**config.mk**
```make
export PLATFORM = sky130hd
export DESIGN_NAME = tadc_top
export DESIGN_NICKNAME = d
export VERILOG_FILES = /design/src/core/tadc_pkg.sv /design/src/core/tadc_top.sv
export SDC_FILE = /design/constraint.sdc
export NUM_CORES = 1
export LEC_CHECK = 0
export BUFFER_PORTS_ARGS = -buffer_cell sky130_fd_sc_hd__buf_4
export CORE_ASPECT_RATIO = 1.5
export CORE_MARGIN = 8
export CORE_UTILIZATION = 45
export DETAILED_ROUTE_END_ITERATION = 8
export GPL_ROUTABILITY_DRIVEN = 0
export HOLD_SLACK_MARGIN = 0.15
export PLACE_DENSITY = 0.68
export SETUP_SLACK_MARGIN = 0.4
export SLEW_MARGIN = 20
export SYNTH_ARGS = -nofsm -noshare
export SYNTH_HDL_FRONTEND = slang
export SYNTH_SLANG_ARGS = --single-unit
```
**constraint.sdc**
```tcl
create_clock -name clk_i -period 3.7 [get_ports clk_i]
set_input_delay 0.37 -clock clk_i [delete_from_list [all_inputs] [get_ports clk_i]]
set_output_delay 0.37 -clock clk_i [all_outputs]
set_load 0.01 [all_outputs]
```
**src/core/tadc_pkg.sv**
```systemverilog
// Package: offsets, fields and types of the timer auxiliary control block
package tadc_pkg;
	// Register byte offsets
	localparam logic [8:0] OFS_CH0CV = 9'h034;
	localparam logic [8:0] OFS_CH3CV = 9'h040;
	localparam logic [8:0] OFS_CTL2 = 9'h074;
	localparam logic [8:0] OFS_AFCTL1 = 9'h090;
	localparam logic [8:0] OFS_PERIOD = 9'h094;
	localparam logic [8:0] OFS_DECCTL = 9'h0A0;
	localparam logic [8:0] OFS_DMCFG = 9'h0E0;
	localparam logic [8:0] OFS_WINDOW = 9'h0E4;
	localparam logic [8:0] OFS_CFG = 9'h0FC;
	// Reset values
	localparam logic [31:0] RST_ZERO = 32'h00000000;
	localparam logic [31:0] RST_PERIOD = 32'hFFFFFFFF;
	// Writable bit masks (reserved bits stay zero)
	localparam logic [31:0] MSK_CTL2 = 32'h000CFF00;
	localparam logic [31:0] MSK_AFCTL1 = 32'h00380000;
	localparam logic [31:0] MSK_DECCTL = 32'h07FF00E7;
	localparam logic [31:0] MSK_DMCFG = 32'h00003F3F;
	localparam logic [31:0] MSK_CFG = 32'h00000002;
	// Field positions
	localparam int POS_JUMP_EN = 18;
	localparam int POS_DISC_EN = 19;
	localparam int POS_MPSEL = 8;
	localparam int POS_CLRSEL = 19;
	localparam int POS_PSC = 24;
	localparam int POS_PWID = 16;
	localparam int POS_IDXPOS = 6;
	localparam int POS_FIRST = 5;
	localparam int POS_IDXDIR = 1;
	localparam int POS_IDXEN = 0;
	localparam int POS_BCOUNT = 8;
	localparam int POS_BSTART = 0;
	localparam int POS_SKIPEQ = 1;
	// Match pulse select codes
	localparam logic [1:0] MP_NORMAL = 2'h0;
	localparam logic [1:0] MP_UP = 2'h1;
	localparam logic [1:0] MP_DOWN = 2'h2;
	// Index reset direction codes
	localparam logic [1:0] DIR_BOTH = 2'h0;
	localparam logic [1:0] DIR_UP = 2'h1;
	localparam logic [1:0] DIR_DOWN = 2'h2;
	// Register access request carried as one bundle
	typedef struct packed {
		logic wr;
		logic rd;
		logic [7:0] addr;
		logic [31:0] wdata;
	} tadc_req_t;
	// Pulse generator states
	typedef enum logic {PG_IDLE, PG_RUN} tadc_pg_t;
endpackage : tadc_pkg

```
**src/core/tadc_top.sv**
```systemverilog
// Timer auxiliary logic: match pulses, clear select, decoder support, DMA window
`timescale 1ns/1ps
// Notes on behaviour
// Jump enable flags simultaneous A and B changes
// Code 00 passes normal compare reference output
// Code 01 pulses one cycle on up-count match
// Code 10 pulses one cycle on down-count match
// Code 11 pulses on match either direction
// Three-bit selector picks one of eight clears
// Supervision counters reaching period set disconnect flag
// Period only counts while disconnect detection enabled
// Pulse clock period is two to prescale
// Pulse width is width field times pulse clock
// Index resets only at matching AB position
// Clock/direction modes use only low position bit
// First-only bit lets just first index reset
// Direction field chooses up, down or both
// Software changes direction only while index disabled; not enforced, any decctl write updates idx_dir
// Index resets only while index enable set
// Burst length is count field plus one
// Burst starts at base plus four times start
// Window access redirects to start plus four count
// Skip bit drops compare writes equal to content
// Transfer count wraps to zero after burst
module tadc_top #(
	parameter bit HAS_CMP = 1'b1 // Instance with comparator clear sources
) (
	input wire logic clk_i,
	input wire logic rst_b_i,
	input wire tadc_pkg::tadc_req_t req_i, // Register access
	output logic [31:0] rdata_o, // Read data, one cycle after request
	output logic rvalid_o, // Read data valid pulse
	output logic [8:0] fwd_addr_o, // Kernel register address
	output logic fwd_wr_o, // Kernel register write strobe
	output logic fwd_rd_o, // Kernel register read strobe
	output logic [31:0] fwd_wdata_o, // Kernel write data
	input wire logic [31:0] fwd_rdata_i, // Kernel read data, same cycle
	input wire logic [3:0][31:0] cmp_val_i, // Current channel compare values
	input wire logic [3:0] match_i, // Channel match events
	input wire logic [3:0] cmp_ref_i, // Normal channel reference levels
	input wire logic count_down_i, // Counter direction, 1 = down
	input wire logic clk_dir_mode_i, // Decoder in clock/direction mode
	input wire logic [7:0] cmp_out_i, // Comparator outputs
	input wire logic enc_a_i, // Quadrature input A
	input wire logic enc_b_i, // Quadrature input B
	input wire logic enc_idx_i, // Index input
	input wire logic disconnect_irq_en_i, // Disconnect interrupt enable
	input wire logic disconnect_clr_i, // Disconnect flag clear pulse
	output logic [3:0] ch_ref_o, // Channel reference outputs
	output logic ref_clear_o, // Selected reference clear
	output logic jump_o, // Jump detected pulse
	output logic disconnect_flag_o, // Sticky disconnect flag
	output logic disconnect_irq_o, // Disconnect interrupt
	output logic cnt_reset_o, // Index counter reset pulse
	output logic dec_pulse_o // Decoder output pulse
);
	// Software registers
	logic [31:0] ctl2, afctl1, period, decctl, dmcfg, cfg;
	logic [5:0] xfer_cnt; // Hardware transfer count in a burst
	// Synchroniser stages for pins and comparators
	logic [10:0] sy1, sy2, sy3, pin, pin_q; // pin_q holds the last value
	// Disconnect supervision counters for A and B
	logic [31:0] sup_a, sup_b;
	logic first_done; // First index already used
	tadc_pkg::tadc_pg_t pg_st;
	logic [6:0] pre_cnt; // Pulse clock prescaler
	logic [7:0] wid_cnt; // Pulse clock ticks elapsed
	// Fields
	logic [1:0] mpsel [4];
	logic [2:0] psc;
	logic [7:0] pwid;
	logic [1:0] idx_pos, idx_dir;
	logic [5:0] bcount, bstart;
	assign psc = decctl[tadc_pkg::POS_PSC +: 3];
	assign pwid = decctl[tadc_pkg::POS_PWID +: 8];
	assign idx_pos = decctl[tadc_pkg::POS_IDXPOS +: 2];
	assign idx_dir = decctl[tadc_pkg::POS_IDXDIR +: 2];
	assign bcount = dmcfg[tadc_pkg::POS_BCOUNT +: 6];
	assign bstart = dmcfg[tadc_pkg::POS_BSTART +: 6];
	// Address redirect: window accesses go to start plus four times count
	logic is_win;
	logic [8:0] eff;
	assign is_win = (req_i.wr | req_i.rd) &&
		({1'b0, req_i.addr} == tadc_pkg::OFS_WINDOW);
	assign eff = is_win ? 9'({bstart, 2'b00}) + 9'({xfer_cnt, 2'b00})
		: {1'b0, req_i.addr};
	// Own register decode on the effective address
	logic own;
	always_comb begin
		case (eff)
			tadc_pkg::OFS_CTL2, tadc_pkg::OFS_AFCTL1, tadc_pkg::OFS_PERIOD,
			tadc_pkg::OFS_DECCTL, tadc_pkg::OFS_DMCFG, tadc_pkg::OFS_CFG,
			tadc_pkg::OFS_WINDOW: own = 1'b1;
			default: own = 1'b0;
		endcase
	end
	// Equal-write filter on compare registers
	logic is_cv, same;
	logic [1:0] cv_idx;
	assign is_cv = eff >= tadc_pkg::OFS_CH0CV && eff <= tadc_pkg::OFS_CH3CV
		&& eff[1:0] == 2'b00;
	assign cv_idx = 2'(eff[3:2] - tadc_pkg::OFS_CH0CV[3:2]);
	assign same = is_cv && req_i.wdata == cmp_val_i[cv_idx];
	// Kernel forward port; combinational strobes
	assign fwd_addr_o = eff;
	assign fwd_wdata_o = req_i.wdata;
	assign fwd_rd_o = req_i.rd && !own;
	assign fwd_wr_o = req_i.wr && !own &&
		!(cfg[tadc_pkg::POS_SKIPEQ] && same);
	// Software writes to own registers; reserved bits held at zero
	always_ff @(posedge clk_i or negedge rst_b_i) begin
		if (!rst_b_i) begin
			ctl2 <= tadc_pkg::RST_ZERO;
			afctl1 <= tadc_pkg::RST_ZERO;
			period <= tadc_pkg::RST_PERIOD;
			decctl <= tadc_pkg::RST_ZERO;
			dmcfg <= tadc_pkg::RST_ZERO;
			cfg <= tadc_pkg::RST_ZERO;
		end else if (req_i.wr) begin
			case (eff)
				tadc_pkg::OFS_CTL2: ctl2 <= req_i.wdata & tadc_pkg::MSK_CTL2;
				tadc_pkg::OFS_AFCTL1:
					afctl1 <= req_i.wdata & tadc_pkg::MSK_AFCTL1;
				tadc_pkg::OFS_PERIOD: period <= req_i.wdata;
				tadc_pkg::OFS_DECCTL:
					decctl <= req_i.wdata & tadc_pkg::MSK_DECCTL;
				tadc_pkg::OFS_DMCFG: dmcfg <= req_i.wdata & tadc_pkg::MSK_DMCFG;
				tadc_pkg::OFS_CFG: cfg <= req_i.wdata & tadc_pkg::MSK_CFG;
				default: ;
			endcase
		end
	end
	// Burst transfer count: steps per window access, wraps after last
	always_ff @(posedge clk_i or negedge rst_b_i) begin
		if (!rst_b_i)
			xfer_cnt <= 6'h00;
		else if (is_win)
			xfer_cnt <= (xfer_cnt >= bcount) ? 6'h00
				: xfer_cnt + 6'h01;
	end
	// Read data is registered so the bus sees a flip-flop output
	logic [31:0] next_rdata;
	always_comb begin
		case (eff)
			tadc_pkg::OFS_CTL2: next_rdata = ctl2;
			tadc_pkg::OFS_AFCTL1: next_rdata = afctl1;
			tadc_pkg::OFS_PERIOD: next_rdata = period;
			tadc_pkg::OFS_DECCTL: next_rdata = decctl;
			tadc_pkg::OFS_DMCFG: next_rdata = dmcfg;
			tadc_pkg::OFS_CFG: next_rdata = cfg;
			tadc_pkg::OFS_WINDOW: next_rdata = tadc_pkg::RST_ZERO;
			default: next_rdata = fwd_rdata_i;
		endcase
	end
	always_ff @(posedge clk_i or negedge rst_b_i) begin
		if (!rst_b_i) begin
			rdata_o <= tadc_pkg::RST_ZERO;
			rvalid_o <= 1'b0;
		end else begin
			rvalid_o <= req_i.rd;
			if (req_i.rd)
				rdata_o <= next_rdata;
		end
	end

	// Three-stage synchroniser; a change counts once stages 2 and 3 agree
	always_ff @(posedge clk_i or negedge rst_b_i) begin
		if (!rst_b_i) begin
			sy1 <= 11'h000;
			sy2 <= 11'h000;
			sy3 <= 11'h000;
			pin <= 11'h000;
			pin_q <= 11'h000;
		end else begin
			sy1 <= {cmp_out_i, enc_idx_i, enc_b_i, enc_a_i};
			sy2 <= sy1;
			sy3 <= sy2;
			pin_q <= pin;
			for (int i = 0; i < 11; i++)
				if (sy2[i] == sy3[i])
					pin[i] <= sy3[i];
		end
	end
	logic a_chg, b_chg, idx_rise;
	assign a_chg = pin[0] ^ pin_q[0];
	assign b_chg = pin[1] ^ pin_q[1];
	assign idx_rise = pin[2] & ~pin_q[2];

	// Reference clear mux; reserved sources read low on other instances
	assign ref_clear_o = HAS_CMP ?
		pin[3 + afctl1[tadc_pkg::POS_CLRSEL +: 3]] : 1'b0;

	// Match pulse shaping per channel
	always_ff @(posedge clk_i or negedge rst_b_i) begin
		if (!rst_b_i)
			ch_ref_o <= 4'h0;
		else
			for (int c = 0; c < 4; c++) begin
				case (mpsel[c])
					tadc_pkg::MP_NORMAL: ch_ref_o[c] <= cmp_ref_i[c];
					tadc_pkg::MP_UP:
						ch_ref_o[c] <= match_i[c] & ~count_down_i;
					tadc_pkg::MP_DOWN:
						ch_ref_o[c] <= match_i[c] & count_down_i;
					default: ch_ref_o[c] <= match_i[c];
				endcase
			end
	end
	always_comb begin
		for (int c = 0; c < 4; c++)
			mpsel[c] = ctl2[tadc_pkg::POS_MPSEL + 2 * c +: 2];
	end

	// Jump detection: both quadrature inputs move in one cycle
	always_ff @(posedge clk_i or negedge rst_b_i) begin
		if (!rst_b_i)
			jump_o <= 1'b0;
		else
			jump_o <= ctl2[tadc_pkg::POS_JUMP_EN] & a_chg & b_chg;
	end

	// Supervision counters restart on each edge; idle while disabled
	logic disc_en, tmo;
	assign disc_en = ctl2[tadc_pkg::POS_DISC_EN];
	assign tmo = disc_en && (sup_a == period || sup_b == period);
	always_ff @(posedge clk_i or negedge rst_b_i) begin
		if (!rst_b_i) begin
			sup_a <= 32'h00000000;
			sup_b <= 32'h00000000;
		end else begin
			sup_a <= (!disc_en || a_chg || sup_a == period) ? 32'h00000000
				: sup_a + 32'h00000001;
			sup_b <= (!disc_en || b_chg || sup_b == period) ? 32'h00000000
				: sup_b + 32'h00000001;
		end
	end
	// Sticky flag; a timeout in the clear cycle wins
	always_ff @(posedge clk_i or negedge rst_b_i) begin
		if (!rst_b_i)
			disconnect_flag_o <= 1'b0;
		else if (tmo)
			disconnect_flag_o <= 1'b1;
		else if (disconnect_clr_i)
			disconnect_flag_o <= 1'b0;
	end
	assign disconnect_irq_o = disconnect_flag_o & disconnect_irq_en_i;

	// Index reset qualification
	logic pos_ok, dir_ok, idx_hit;
	assign pos_ok = clk_dir_mode_i ? (pin[0] == idx_pos[0])
		: ({pin[1], pin[0]} == idx_pos);
	always_comb begin
		case (idx_dir)
			tadc_pkg::DIR_BOTH: dir_ok = 1'b1;
			tadc_pkg::DIR_UP: dir_ok = ~count_down_i;
			tadc_pkg::DIR_DOWN: dir_ok = count_down_i;
			default: dir_ok = 1'b0; // Reserved code never resets
		endcase
	end
	assign idx_hit = decctl[tadc_pkg::POS_IDXEN] && idx_rise && pos_ok &&
		dir_ok && !(decctl[tadc_pkg::POS_FIRST] && first_done);
	always_ff @(posedge clk_i or negedge rst_b_i) begin
		if (!rst_b_i) begin
			cnt_reset_o <= 1'b0;
			first_done <= 1'b0;
		end else begin
			cnt_reset_o <= idx_hit;
			// Re-arming first-only needs the enable dropped
			if (!decctl[tadc_pkg::POS_IDXEN])
				first_done <= 1'b0;
			else if (idx_hit)
				first_done <= 1'b1;
		end
	end

	// Decoder output pulse: width ticks of a 2**psc cycle clock
	logic tick;
	assign tick = pre_cnt == 7'((1 << psc) - 1);
	always_ff @(posedge clk_i or negedge rst_b_i) begin
		if (!rst_b_i) begin
			pg_st <= tadc_pkg::PG_IDLE;
			pre_cnt <= 7'h00;
			wid_cnt <= 8'h00;
			dec_pulse_o <= 1'b0;
		end else begin
			case (pg_st)
				tadc_pkg::PG_IDLE: begin
					pre_cnt <= 7'h00;
					wid_cnt <= 8'h00;
					if (idx_hit && pwid != 8'h00) begin
						pg_st <= tadc_pkg::PG_RUN;
						dec_pulse_o <= 1'b1;
					end
				end
				tadc_pkg::PG_RUN: begin
					pre_cnt <= tick ? 7'h00 : pre_cnt + 7'h01;
					if (tick) begin
						wid_cnt <= wid_cnt + 8'h01;
						if (wid_cnt + 8'h01 == pwid) begin
							pg_st <= tadc_pkg::PG_IDLE;
							dec_pulse_o <= 1'b0;
						end
					end
				end
				default: pg_st <= tadc_pkg::PG_IDLE;
			endcase
		end
	end
endmodule : tadc_top

```
## After elaboration in Yosys (flattened, before gate mapping)

Cells that the tools add are included.

- Bits in registers: 250
- Input port bits: 227
- Output and inout bits: 86
- Logic and storage cells: 180

- Add/subtract/negate cells: 9
- $lt $le $gt $ge: 5
- Equal/unequal tests: 40
- Shift-type cells: 1
- Multiplexer cells: 32
- Bitwise gates (word level): 18
- Reductions and logical operators: 40

Operator list:

| kind | number |
|---|---|
| 32-bit case mux with 7 select lines | 1 |
| 32-bit equality test | 3 |
| 32-bit two-way mux | 3 |
| 32-bit by 1-bit adder with 32-bit output, second input constant | 2 |
| 32-bit binary-select mux with 2-bit select | 1 |
| 9-bit by 8-bit equality test with 1-bit output, second input constant | 6 |
| 8-bit case mux with 2 select lines | 1 |
| 1-bit logical AND | 15 |
| 1-bit case mux with 3 select lines | 5 |
| 7-bit case mux with 2 select lines | 1 |
| 1-bit two-way mux | 13 |
| 1-bit bitwise AND | 12 |
| 1-bit equality test | 12 |
| 2-bit logical NOT | 6 |
| 2-bit AND reduction | 6 |
| 2-bit by 1-bit equality test with 1-bit output, second input constant | 5 |
| 2-bit equality test, second input constant | 5 |
| 8-bit by 8-bit adder with 9-bit output | 1 |
| 9-bit by 7-bit equality test with 1-bit output, second input constant | 1 |
| 9-bit by 6-bit greater-or-equal comparator with 1-bit output, second input constant | 1 |
| 9-bit by 7-bit <= comparator with 1-bit output, second input constant | 1 |
| 9-bit two-way mux | 1 |
| 8-bit by 1-bit adder with 8-bit output, second input constant | 1 |
| 8-bit equality test | 1 |
| other kinds (28) | 41 |

## Depth between registers and ports, before layout

Gate-level depths: netlist of run 1.

- Depth in word-level cells: 11
- Mapped depth: 14
- Mapped depth without buffers: 11

## Least setup slack after synthesis of run 1

Ideal clock, no wire load.

- Path type: register -> output
- Start: register xfer_cnt[0]
- End: output port fwd_wr_o
- Arrival time: 3.187 ns
- Required time: 3.330 ns
- Path slack: 0.143 ns
- Cell stages (with the launch flop): 14
- Buffers on the path: 2
- Cells stage by stage: dfrtp_1 -> ha_1 -> fa_1 -> nand2b_1 -> o41a_1 -> clkbuf_1 -> inv_2 -> buf_4 -> mux2i_1 -> nor3_1 -> a211o_1 -> a2111oi_0 -> nand4_1 -> o311a_1

- Word-level cells in the longest chain between the ends: 10
- Elaborated cells between the ends (all ways): 25
- Those cells by class: 2 x add/sub; 2 x order compare; 8 x eq/ne; 4 x mux; 9 x reduce/logical

Ends and longest elaborated chain:

| what | RTL line | source |
|---|---|---|
| start: declaration | tadc_top.sv:59 | `logic [5:0] xfer_cnt;` |
| start signal: assignment | tadc_top.sv:138 | `xfer_cnt <= (xfer_cnt >= bcount) ? 6'h00` |
| 8-bit by 8-bit adder with 9-bit output * | tadc_top.sv:85 | `assign eff = is_win ? 9'({bstart, 2'b00}) + 9'({xfer_cnt, 2'b00})` |
| 9-bit two-way mux * | tadc_top.sv:85 |  |
| 2-bit by 1-bit subtractor with 2-bit output | tadc_top.sv:102 | `assign cv_idx = 2'(eff[3:2] - tadc_pkg::OFS_CH0CV[3:2]);` |
| 32-bit binary-select mux with 2-bit select | tadc_top.sv:103 | `assign same = is_cv && req_i.wdata == cmp_val_i[cv_idx];` |
| 32-bit two-way mux (not written as such) | tadc_top.sv:103 |  |
| 32-bit equality test | tadc_top.sv:103 |  |
| 1-bit logical AND | tadc_top.sv:103 |  |
| 1-bit logical AND | tadc_top.sv:109 | `!(cfg[tadc_pkg::POS_SKIPEQ] && same);` |
| 1-bit logical NOT | tadc_top.sv:109 |  |
| 1-bit logical AND * | tadc_top.sv:108 | `assign fwd_wr_o = req_i.wr && !own &&` |
| end: declaration | tadc_top.sv:34 | `output logic fwd_wr_o,` |

Mark *: on every way between the ends. The rest lies on a longest branch, timed or not. The select of a mux whose other input is x is not followed.

## Worst setup path in the final report of run 1

- Start: register dmcfg[0]
- End: output port fwd_wr_o

- Word-level cells in the longest chain between the ends: 10
- Elaborated cells between the ends (all ways): 25
- Those cells by class: 2 x add/sub; 2 x order compare; 8 x eq/ne; 4 x mux; 9 x reduce/logical

Ends and longest elaborated chain:

| what | RTL line | source |
|---|---|---|
| start: declaration | tadc_top.sv:58 | `logic [31:0] ctl2, afctl1, period, decctl, dmcfg, cfg;` |
| start signal: assignment | tadc_top.sv:117 | `dmcfg <= tadc_pkg::RST_ZERO;` |
| start signal: assignment | tadc_top.sv:127 | `tadc_pkg::OFS_DMCFG: dmcfg <= req_i.wdata & tadc_pkg::MSK_DMCFG;` |
| 8-bit by 8-bit adder with 9-bit output * | tadc_top.sv:85 |  |
| 9-bit two-way mux * | tadc_top.sv:85 |  |
| 2-bit by 1-bit subtractor with 2-bit output | tadc_top.sv:102 |  |
| 32-bit binary-select mux with 2-bit select | tadc_top.sv:103 |  |
| 32-bit two-way mux (not written as such) | tadc_top.sv:103 |  |
| 32-bit equality test | tadc_top.sv:103 |  |
| 1-bit logical AND | tadc_top.sv:103 |  |
| 1-bit logical AND | tadc_top.sv:109 |  |
| 1-bit logical NOT | tadc_top.sv:109 |  |
| 1-bit logical AND * | tadc_top.sv:108 |  |

Marks and branches as above.

==> impl_results.md, run 1 <==
* Status: finished with violations
* Failing checks: setup timing
* Origin of the critical flop-to-flop path: xfer_cnt[1]
* Final Hold Fails at 0
* Syn avg cell area at between 10 and 15 um^2
* Grt total ovfl at 0
* Tot Pwr at 7.09 mW
* H-tree Lvls at 1
* PortBufs at 312
* Io pins at between 300 and 400
* Final setup vio count at 2
* Initial antenna violation count at 0
* Min Hold Slack at 0.160 ns
* Die height at 232 um
* Die area at 37300 um^2
* Synth Warn # at 0
* Max incr delay on CP at 0.48 ns
* CP endpoint kind: output pin
* Wirelength, routed at 55400 um
* Initial core utilization at 45.4%
* Drt pass-1 iters at 6
* Post-DP Area at 16900 um^2
* Core area at 30900 um^2
* Antenna-violating nets left at 0
* Logic pwr share at 18.4%
* Worst R2R Path Depth at 16
* Max Clk Rate at 0.226 GHz
* Top routing layer used: met4
* CP most frequent cell: buf_12
* Critical-path cell list: ha_4 > fa_1 > nand2b_1 > o41a_4 > inv_6 > buf_12 > buf_12 > buf_12 > mux2i_1 > mux2i_1 > xor2_1 > nor3_1 > nand4_1 > o311a_1 > buf_6
* Worst Hold Path Cells at 2
* CTS root buf: clkbuf_16
* Sw frac at 26.6%
* Int Pwr at around 5.2 mW
* Design Area, Final at 20200 um^2
* Nets at 2034
* Post-Layout Cell Count at 2200
* Critical path data required time at 3.33 ns
* DP Cell Count at 2051
* Overall Global Routing Usage at about 28%
* Slew @ Worst Pin at 1.04 ns
* Vias in the first global route at 13400
* Post-Syn Instances at between 1000 and 1500
* DRT iter0 DRCs at 1187
* Wire per inst at 25.2 um
* CTS tree: yes
* Sw Pwr at 1.88 mW
* Num CTS Buffers at 25
* Worst Hold Class: input pin to register
* Post-DP HPWL at 38100 um
* Clk sinks at 250
* Max clock buf depth at 3
* First-pass GRT wire length at 80700 um
* Avg Vias per Cell at ~5.8
* Worst slew margin at 30.5%
* Maximum vdd drop at 0.316 mV
* Sequential area share after synthesis at 44.8%
* Max_cap viols at 0
* Layout cells sized above 1 at a little under two fifths
* Final Skew at 0.0101 ns
* Fin worst setup slack at -0.725 ns
* Sequential Power Share at around 43%
* PD cells at 352 nW/um^2
* Max Slew Vio Count at 0
* Fraction of registers with async set or reset after synthesis at 100%
* Unrepaired setup endpoints after global routing: yes
* CP Launch Type: register
* Slowest-stage cell, CP: fa_1
* Syn Std Cell Area at 14100 um^2
* Final worst-path cycle share at 120%
* Routed length on met2 at 27500 um
* Clock Latency Late Sink at 0.53 ns
* N_diodes at 0
* Cell family with most CP delay: compound AO/OA/AOI/OAI gates
* Most common flop cell mapped by yosys: dfrtp_1
* DRC viols at 0
* Met3 wire length at 4120 um
* Place WS at -0.123 ns
* CP bufs+invs at 5
* Post-synth EDFFs at 0
* Reg2Reg Setup Slack at around 0.05 ns
* M1 wire length at 20500 um
* Area grow syn2layout at 43.5%
* WHS Endpoint: period[28]
* CTS clk-pin slew, worst paths at 0.06 ns
* Crit path DAT at between 4 and 5 ns
* Crit path kind: register to output pin
* Clock share of power at 38.9%
* Synthesized Nets at between 1500 and 2000
* HP Start: req_i[28]
* Post-synthesis cell type count at 79
* Max FO, Critical Path at 11
* Post-layout min period at 4.42 ns
* Flops & latches, synth at between 200 and 300
* Die X at approximately 160 um
* FP Rows at 79
* Largest net degree at the start of global routing at ~120
* Worst R2R End: rdata_o[1]
* Leakage Power at just over 9 nW
* Vias at 12800
-- what timing repair did --
action / CTS / global route
endpoints found under the setup margin: 50 / 103
resized for setup: 151 / 114
hold endpoints to repair: 151 / 0
hold buffers: 48 / 0
pin swaps: 52 / 27
gates cloned: 15 / 2
setup buffers: 30 / 8
-- synthesized netlist by cell type (10+ instances only) --
master / number / area [um^2]
xor2_1: 64 / 561
maj3_1: 11 / 110
a221oi_1: 19 / 166
dfrtp_1: 218 / 5460
buf_2: 14 / 70.1
nand2_1: 103 / 387
mux2i_1: 66 / 661
nor3_1: 14 / 70.1
o21ai_0: 38 / 190
nor2_1: 127 / 477
nand3_1: 51 / 255
a22o_1: 12 / 105
and3_1: 18 / 113
xnor2_1: 105 / 920
mux2_2: 55 / 619
a32oi_1: 12 / 105
and2_1: 13 / 81.3
buf_4: 36 / 270
ha_1: 30 / 375
nor4_1: 14 / 87.6
clkbuf_1: 41 / 154
inv_1: 38 / 143
nand4_1: 39 / 244
o22ai_1: 10 / 62.6
dfstp_2: 32 / 841
a21oi_1: 54 / 270
-- layer usage --
metal / GRT usage, % / vias to the layer above
met5: 0 / -
met4: 14.5 / 0
met3: 4.25 / 185
met2: 47.7 / 682
met1: 33.8 / 6295
li1: - / 5675
-- power by group through the flow --
stage	Sequential (mW)	Combinational, mW	Clock (mW)
2_1_floorplan	3.03	0.539	0
3_3_place_gp	3.05	1.10	0
3_5_place_dp	3.06	1.11	0
4_1_cts	3.02	1.25	2.78
5_1_grt	3.04	1.39	2.91
6_report	3.03	1.31	2.75
-- layout by cell type, fill, tap and decap left out, types with 12 or more instances in the layout --
| cell | instances |
|---|---|
| a21oi_1 | 34 |
| a21oi_2 | 16 |
| a32oi_1 | 12 |
| and2_1 | 13 |
| and3_1 | 18 |
| buf_12 | 19 |
| buf_4 | 352 |
| buf_6 | 26 |
| clkbuf_16 | 27 |
| dfrtp_1 | 218 |
| dfstp_2 | 32 |
| dlygate4sd3_1 | 48 |
| ha_1 | 29 |
| inv_1 | 38 |
| mux2_4 | 60 |
| mux2i_1 | 62 |
| nand2_1 | 91 |
| nand3_1 | 33 |
| nand3_2 | 12 |
| nand4_1 | 39 |
| nor2_1 | 123 |
| nor3_1 | 13 |
| nor4_1 | 12 |
| o21ai_0 | 28 |
| xnor2_1 | 105 |
| xor2_1 | 64 |
-- cells by family (layout without fill, tap and decap cells) --
logic type,count (synthesis),in the layout,share of synthesized area [%]
and+or+nand+nor,423,423,14.7
AOI/OAI and AO/OA,221,221,10.9
xor gates and xnor gates,169,169,10.5
muxes,138,138,10.8
DFF,250,250,44.8
buffers and inverters,135,552,4.75
adders and majority gates,42,42,3.60
-- metrics by stage --
stage          util, %  TNS, ns
4_1_cts           63.1   -0.741
6_report          65.2    -1.02
3_3_place_gp      54.6  -0.0359
3_5_place_dp      54.6   -0.123
5_1_grt           65.2    -1.42
2_1_floorplan        -        0
-- state kept, by name, summed over array words and instances, names as in the netlist, 4 cells and up --
| signal | cells |
|---|---|
| rdata_o | 32 |
| ch_ref_o | 4 |
| sy2 | 11 |
| period | 32 |
| sup_b | 32 |
| wid_cnt | 8 |
| ctl2 | 10 |
| sy1 | 11 |
| xfer_cnt | 6 |
| pre_cnt | 7 |
| decctl | 17 |
| pin | 11 |
| sy3 | 11 |
| sup_a | 32 |
| dmcfg | 12 |
-- how the worst max path moves through the flow --
stage	slack (ns)	endpoint	from	cells past startpoint
after detailed placement	-0.12	fwd_wr_o	dmcfg[0]	13
after floorplan	0.29	fwd_wr_o	xfer_cnt[0]	14
after global routing	-0.79	fwd_wr_o	dmcfg[0]	13
after CTS	-0.55	fwd_wr_o	dmcfg[0]	13
final	-0.72	fwd_wr_o	dmcfg[0]	15
after global placement	-0.04	fwd_wr_o	dmcfg[0]	13
-- worst register-to-register path: stages (launching register included) --
cell	delay, ns
dfrtp_1	0.40
buf_4	0.17
ha_1	0.32
a211oi_2	0.35
buf_4	0.18
o21ai_0	0.10
o2bb2ai_1	0.27
buf_4	0.20
nand2_1	0.18
nor2_1	0.23
o211ai_1	0.17
buf_4	0.18
buf_8	0.13
buf_12	0.14
buf_12	0.14
a41oi_2	0.17
a21bo_2	0.23
-- final cells by class --
type / count / area (um^2)
clock inverter: 10 / 154
clock buffer: 36 / 737
fill: 2366 / 10800
timing repair buffer: 465 / 4300
inverter: 41 / 163
tap: 405 / 507
sequential: 250 / 6300
multi-input combinational: 993 / 8010
(Power assumes the default switching activity.)
==> inputs of run 2 (changes only) <==
- CTS_BUF_LIST: unset -> sky130_fd_sc_hd__clkbuf_16
==> run 2 against run 1 <==
The flow still finishes with violations (setup timing). Critical path depth shrank 2. Sequential share of layout area grew 0.28 points. Sequential power is essentially flat. Global-route usage shrank 0.075 points. Critical path type unchanged. Largest cell class unchanged. Largest power group unchanged.
==> impl_results.md, run 2 (synthesis gave the netlist of run 1 again) <==
* Status: finished with violations
* Failing checks: setup timing
* CTS clk-pin slew, worst paths at 0.06 ns (about the same)
* Sw frac at 27.0% (+0.42 points)
* Worst Hold Class: input pin to register
* Most frequent cells in the layout: buf_4, dfrtp_1, nor2_1, xnor2_1, nand2_1
* Post-DP Area at 16900 um^2 (unchanged)
* Maximum vdd drop at 0.311 mV (-1.7%)
* Largest net degree at the start of global routing at 122 (unchanged)
* Clock share of power at 37.4% (-1.5 points)
* Die X at 160 um (unchanged)
* Layout cells sized above 1 at 36.4% (-1.1 points)
* CP endpoint kind: output pin
* Antenna-violating nets left at 0 (unchanged)
* Final setup vio count at 2 (unchanged)
* Overall Global Routing Usage at 27.9% (-0.075 points)
* H-tree Lvls at 1 (unchanged)
* Final worst-path cycle share at 119% (-0.58 points)
* Wire per inst at 24.7 um (-1.7%)
* Max Clk Rate at 0.227 GHz (+0.49%)
* Die area at 37300 um^2 (unchanged)
* Logic pwr share at 18.7% (+0.3 points)
* Post-DP HPWL at 38100 um (unchanged)
* Slew @ Worst Pin at 1.29 ns (+0.250 ns)
* Setup TNS at -1.08 ns (-0.0649 ns)
* Area grow syn2layout at 42.2%
* Sw Pwr at 1.86 mW (-1.0%)
* Unrepaired setup endpoints after global routing: yes
* Most common cell after layout, fill and taps aside: buf_4
* CP Launch Type: register
* CTS tree: yes
* Wirelength, routed at 54500 um (-1.6%)
* Drt pass-1 iters at 5 (-1)
* Layout fillers at 2387 (+0.89%)
* DP Cell Count at 2051 (unchanged)
* Io pins at 313 (unchanged)
* Post-Layout Cell Count at 2202 (+0.091%)
* Clk sinks at 250 (unchanged)
* Post-layout min period at 4.40 ns (-0.0215 ns)
* Initial antenna violation count at 0 (unchanged)
* Grt total ovfl at 0 (unchanged)
* CTS root buf: clkbuf_16
* Max FO, Critical Path at 10 (-1)
* Int Pwr at 5.04 mW (-3.1%)
* Max Slew Vio Count at 0 (unchanged)
* Final Hold Fails at 0 (unchanged)
* Avg Vias per Cell at 5.85 (+0.20%)
* Critical path data required time at 3.33 ns (about the same)
* Num CTS Buffers at 25 (unchanged)
* Crit path kind: register to output pin
* PortBufs at 312 (unchanged)
* Die height at 232 um (unchanged)
* Fin worst setup slack at -0.703 ns (+0.0215 ns)
* First-pass GRT wire length at 80400 um (-0.37%)
* Crit path DAT at 4.03 ns (-0.02 ns)
* N_diodes at 0 (unchanged)
* FP Rows at 79 (unchanged)
* Max_cap viols at 0 (unchanged)
* Vias in the first global route at 13300 (-0.41%)
* Worst slew margin at 13.8% (-17 points)
* Core area at 30900 um^2 (unchanged)
* Nets at 2036 (+0.098%)
* Design Area, Final at 20000 um^2 (-0.89%)
* Leakage Power at 9.01 nW (-1.6%)
* PD cells at 346 nW/um^2 (-1.7%)
* Initial core utilization at 45.4% (unchanged)
* Clock Latency Late Sink at 0.53 ns (about the same)
* Reg area at 6300 um^2 (unchanged)
* Sequential Power Share at 43.8% (+1.1 points)
* DRT iter0 DRCs at 1157 (-2.5%)
* Multi-input logic area at 7880 um^2 (-1.5%)
* Final Skew at 0.00946 ns (-0.000682 ns)
* DRC viols at 0 (unchanged)
* Max clock buf depth at 3 (unchanged)
* Vias at 12900 (+0.30%)
## run 2: cell count changes in the layout (fill, tap and decap cells not counted), moves of 4 or more
cell	previous run	this run
a221oi_4	3	9
clkinv_1	0	7
a21oi_1	34	40
mux2_4	60	36
clkbuf_1	4	0
nand3_1	33	41
a221oi_2	11	7
inv_1	38	42
a21oi_2	16	10
nand3_2	12	7
mux2_2	11	35
buf_4	352	356
clkbuf_8	7	0
## run 2: per-stage QoR
| step | power (mW) | setup WS, ns | hold slack (ns) | util (%) |
|---|---|---|---|---|
| floorplan | 3.57 | 0.293 | 0.0744 | - |
| detailed placement | 4.17 | -0.123 | 0.335 | 54.6 |
| finish | 6.91 | -0.703 | 0.162 | 64.6 |
| CTS | 6.88 | -0.551 | 0.150 | 62.7 |
| global route | 7.16 | -0.767 | 0.153 | 64.6 |
| global placement | 4.15 | -0.0359 | 0.333 | 54.6 |
## run 2: worst paths after layout
path                       depth (start not counted)           to       from  slack [ns]
max                                               13     fwd_wr_o   dmcfg[0]       -0.70
min                                                2   period[28]  req_i[28]        0.16
max reg2reg                                       21  rdata_o[21]   dmcfg[0]        0.03
min reg2reg                                        0      sy2[10]    sy1[10]        0.35
max in group asynchronous                          3   period[17]    rst_b_i        2.13
min in group asynchronous                          2       sy1[9]    rst_b_i        0.55
## run 2: routing by layer
layer	global-route usage [%]	vias up	wire, um
met2	47.7	672	27100
met4	13.8	0	3170
met5	0	-	0
met3	5.06	179	3880
li1	-	5687	-
met1	33.3	6337	20400
## run 2: what timing repair did
item	CTS	global route
resized for setup	146	78
cloned	15	2
setup buffers	29	12
pin swaps	48	46
hold buffers	47	0
endpoints found under the setup margin	50	103
hold endpoints to repair	150	0
## run 2: critical path: stages (launching register included)
cell,delay [ns]
dfrtp_1,0.41
ha_4,0.18
fa_1,0.47
nand2b_1,0.07
o41a_4,0.40
buf_4,0.15
bufbuf_16,0.28
mux2i_1,0.21
o311a_1,0.20
nand4_1,0.11
nor4_1,0.27
nand4_1,0.16
o311a_1,0.44
buf_6,0.15
## run 2: area by class of cell
type,instances,share of cell area [%]
multi-input combinational,993,39.4
inverter,41,0.814
clock inverter,21,0.977
clock buffer,25,3.13
timing repair buffer,467,21.6
tap,405,2.54
sequential,250,31.5
## run 2: power groups by stage
stage / registers [mW] / logic [mW] / clock network (mW)
3_5_place_dp: 3.06 / 1.11 / 0
2_1_floorplan: 3.03 / 0.539 / 0
4_1_cts: 3.02 / 1.24 / 2.62
6_report: 3.03 / 1.29 / 2.58
3_3_place_gp: 3.05 / 1.10 / 0
5_1_grt: 3.04 / 1.38 / 2.74
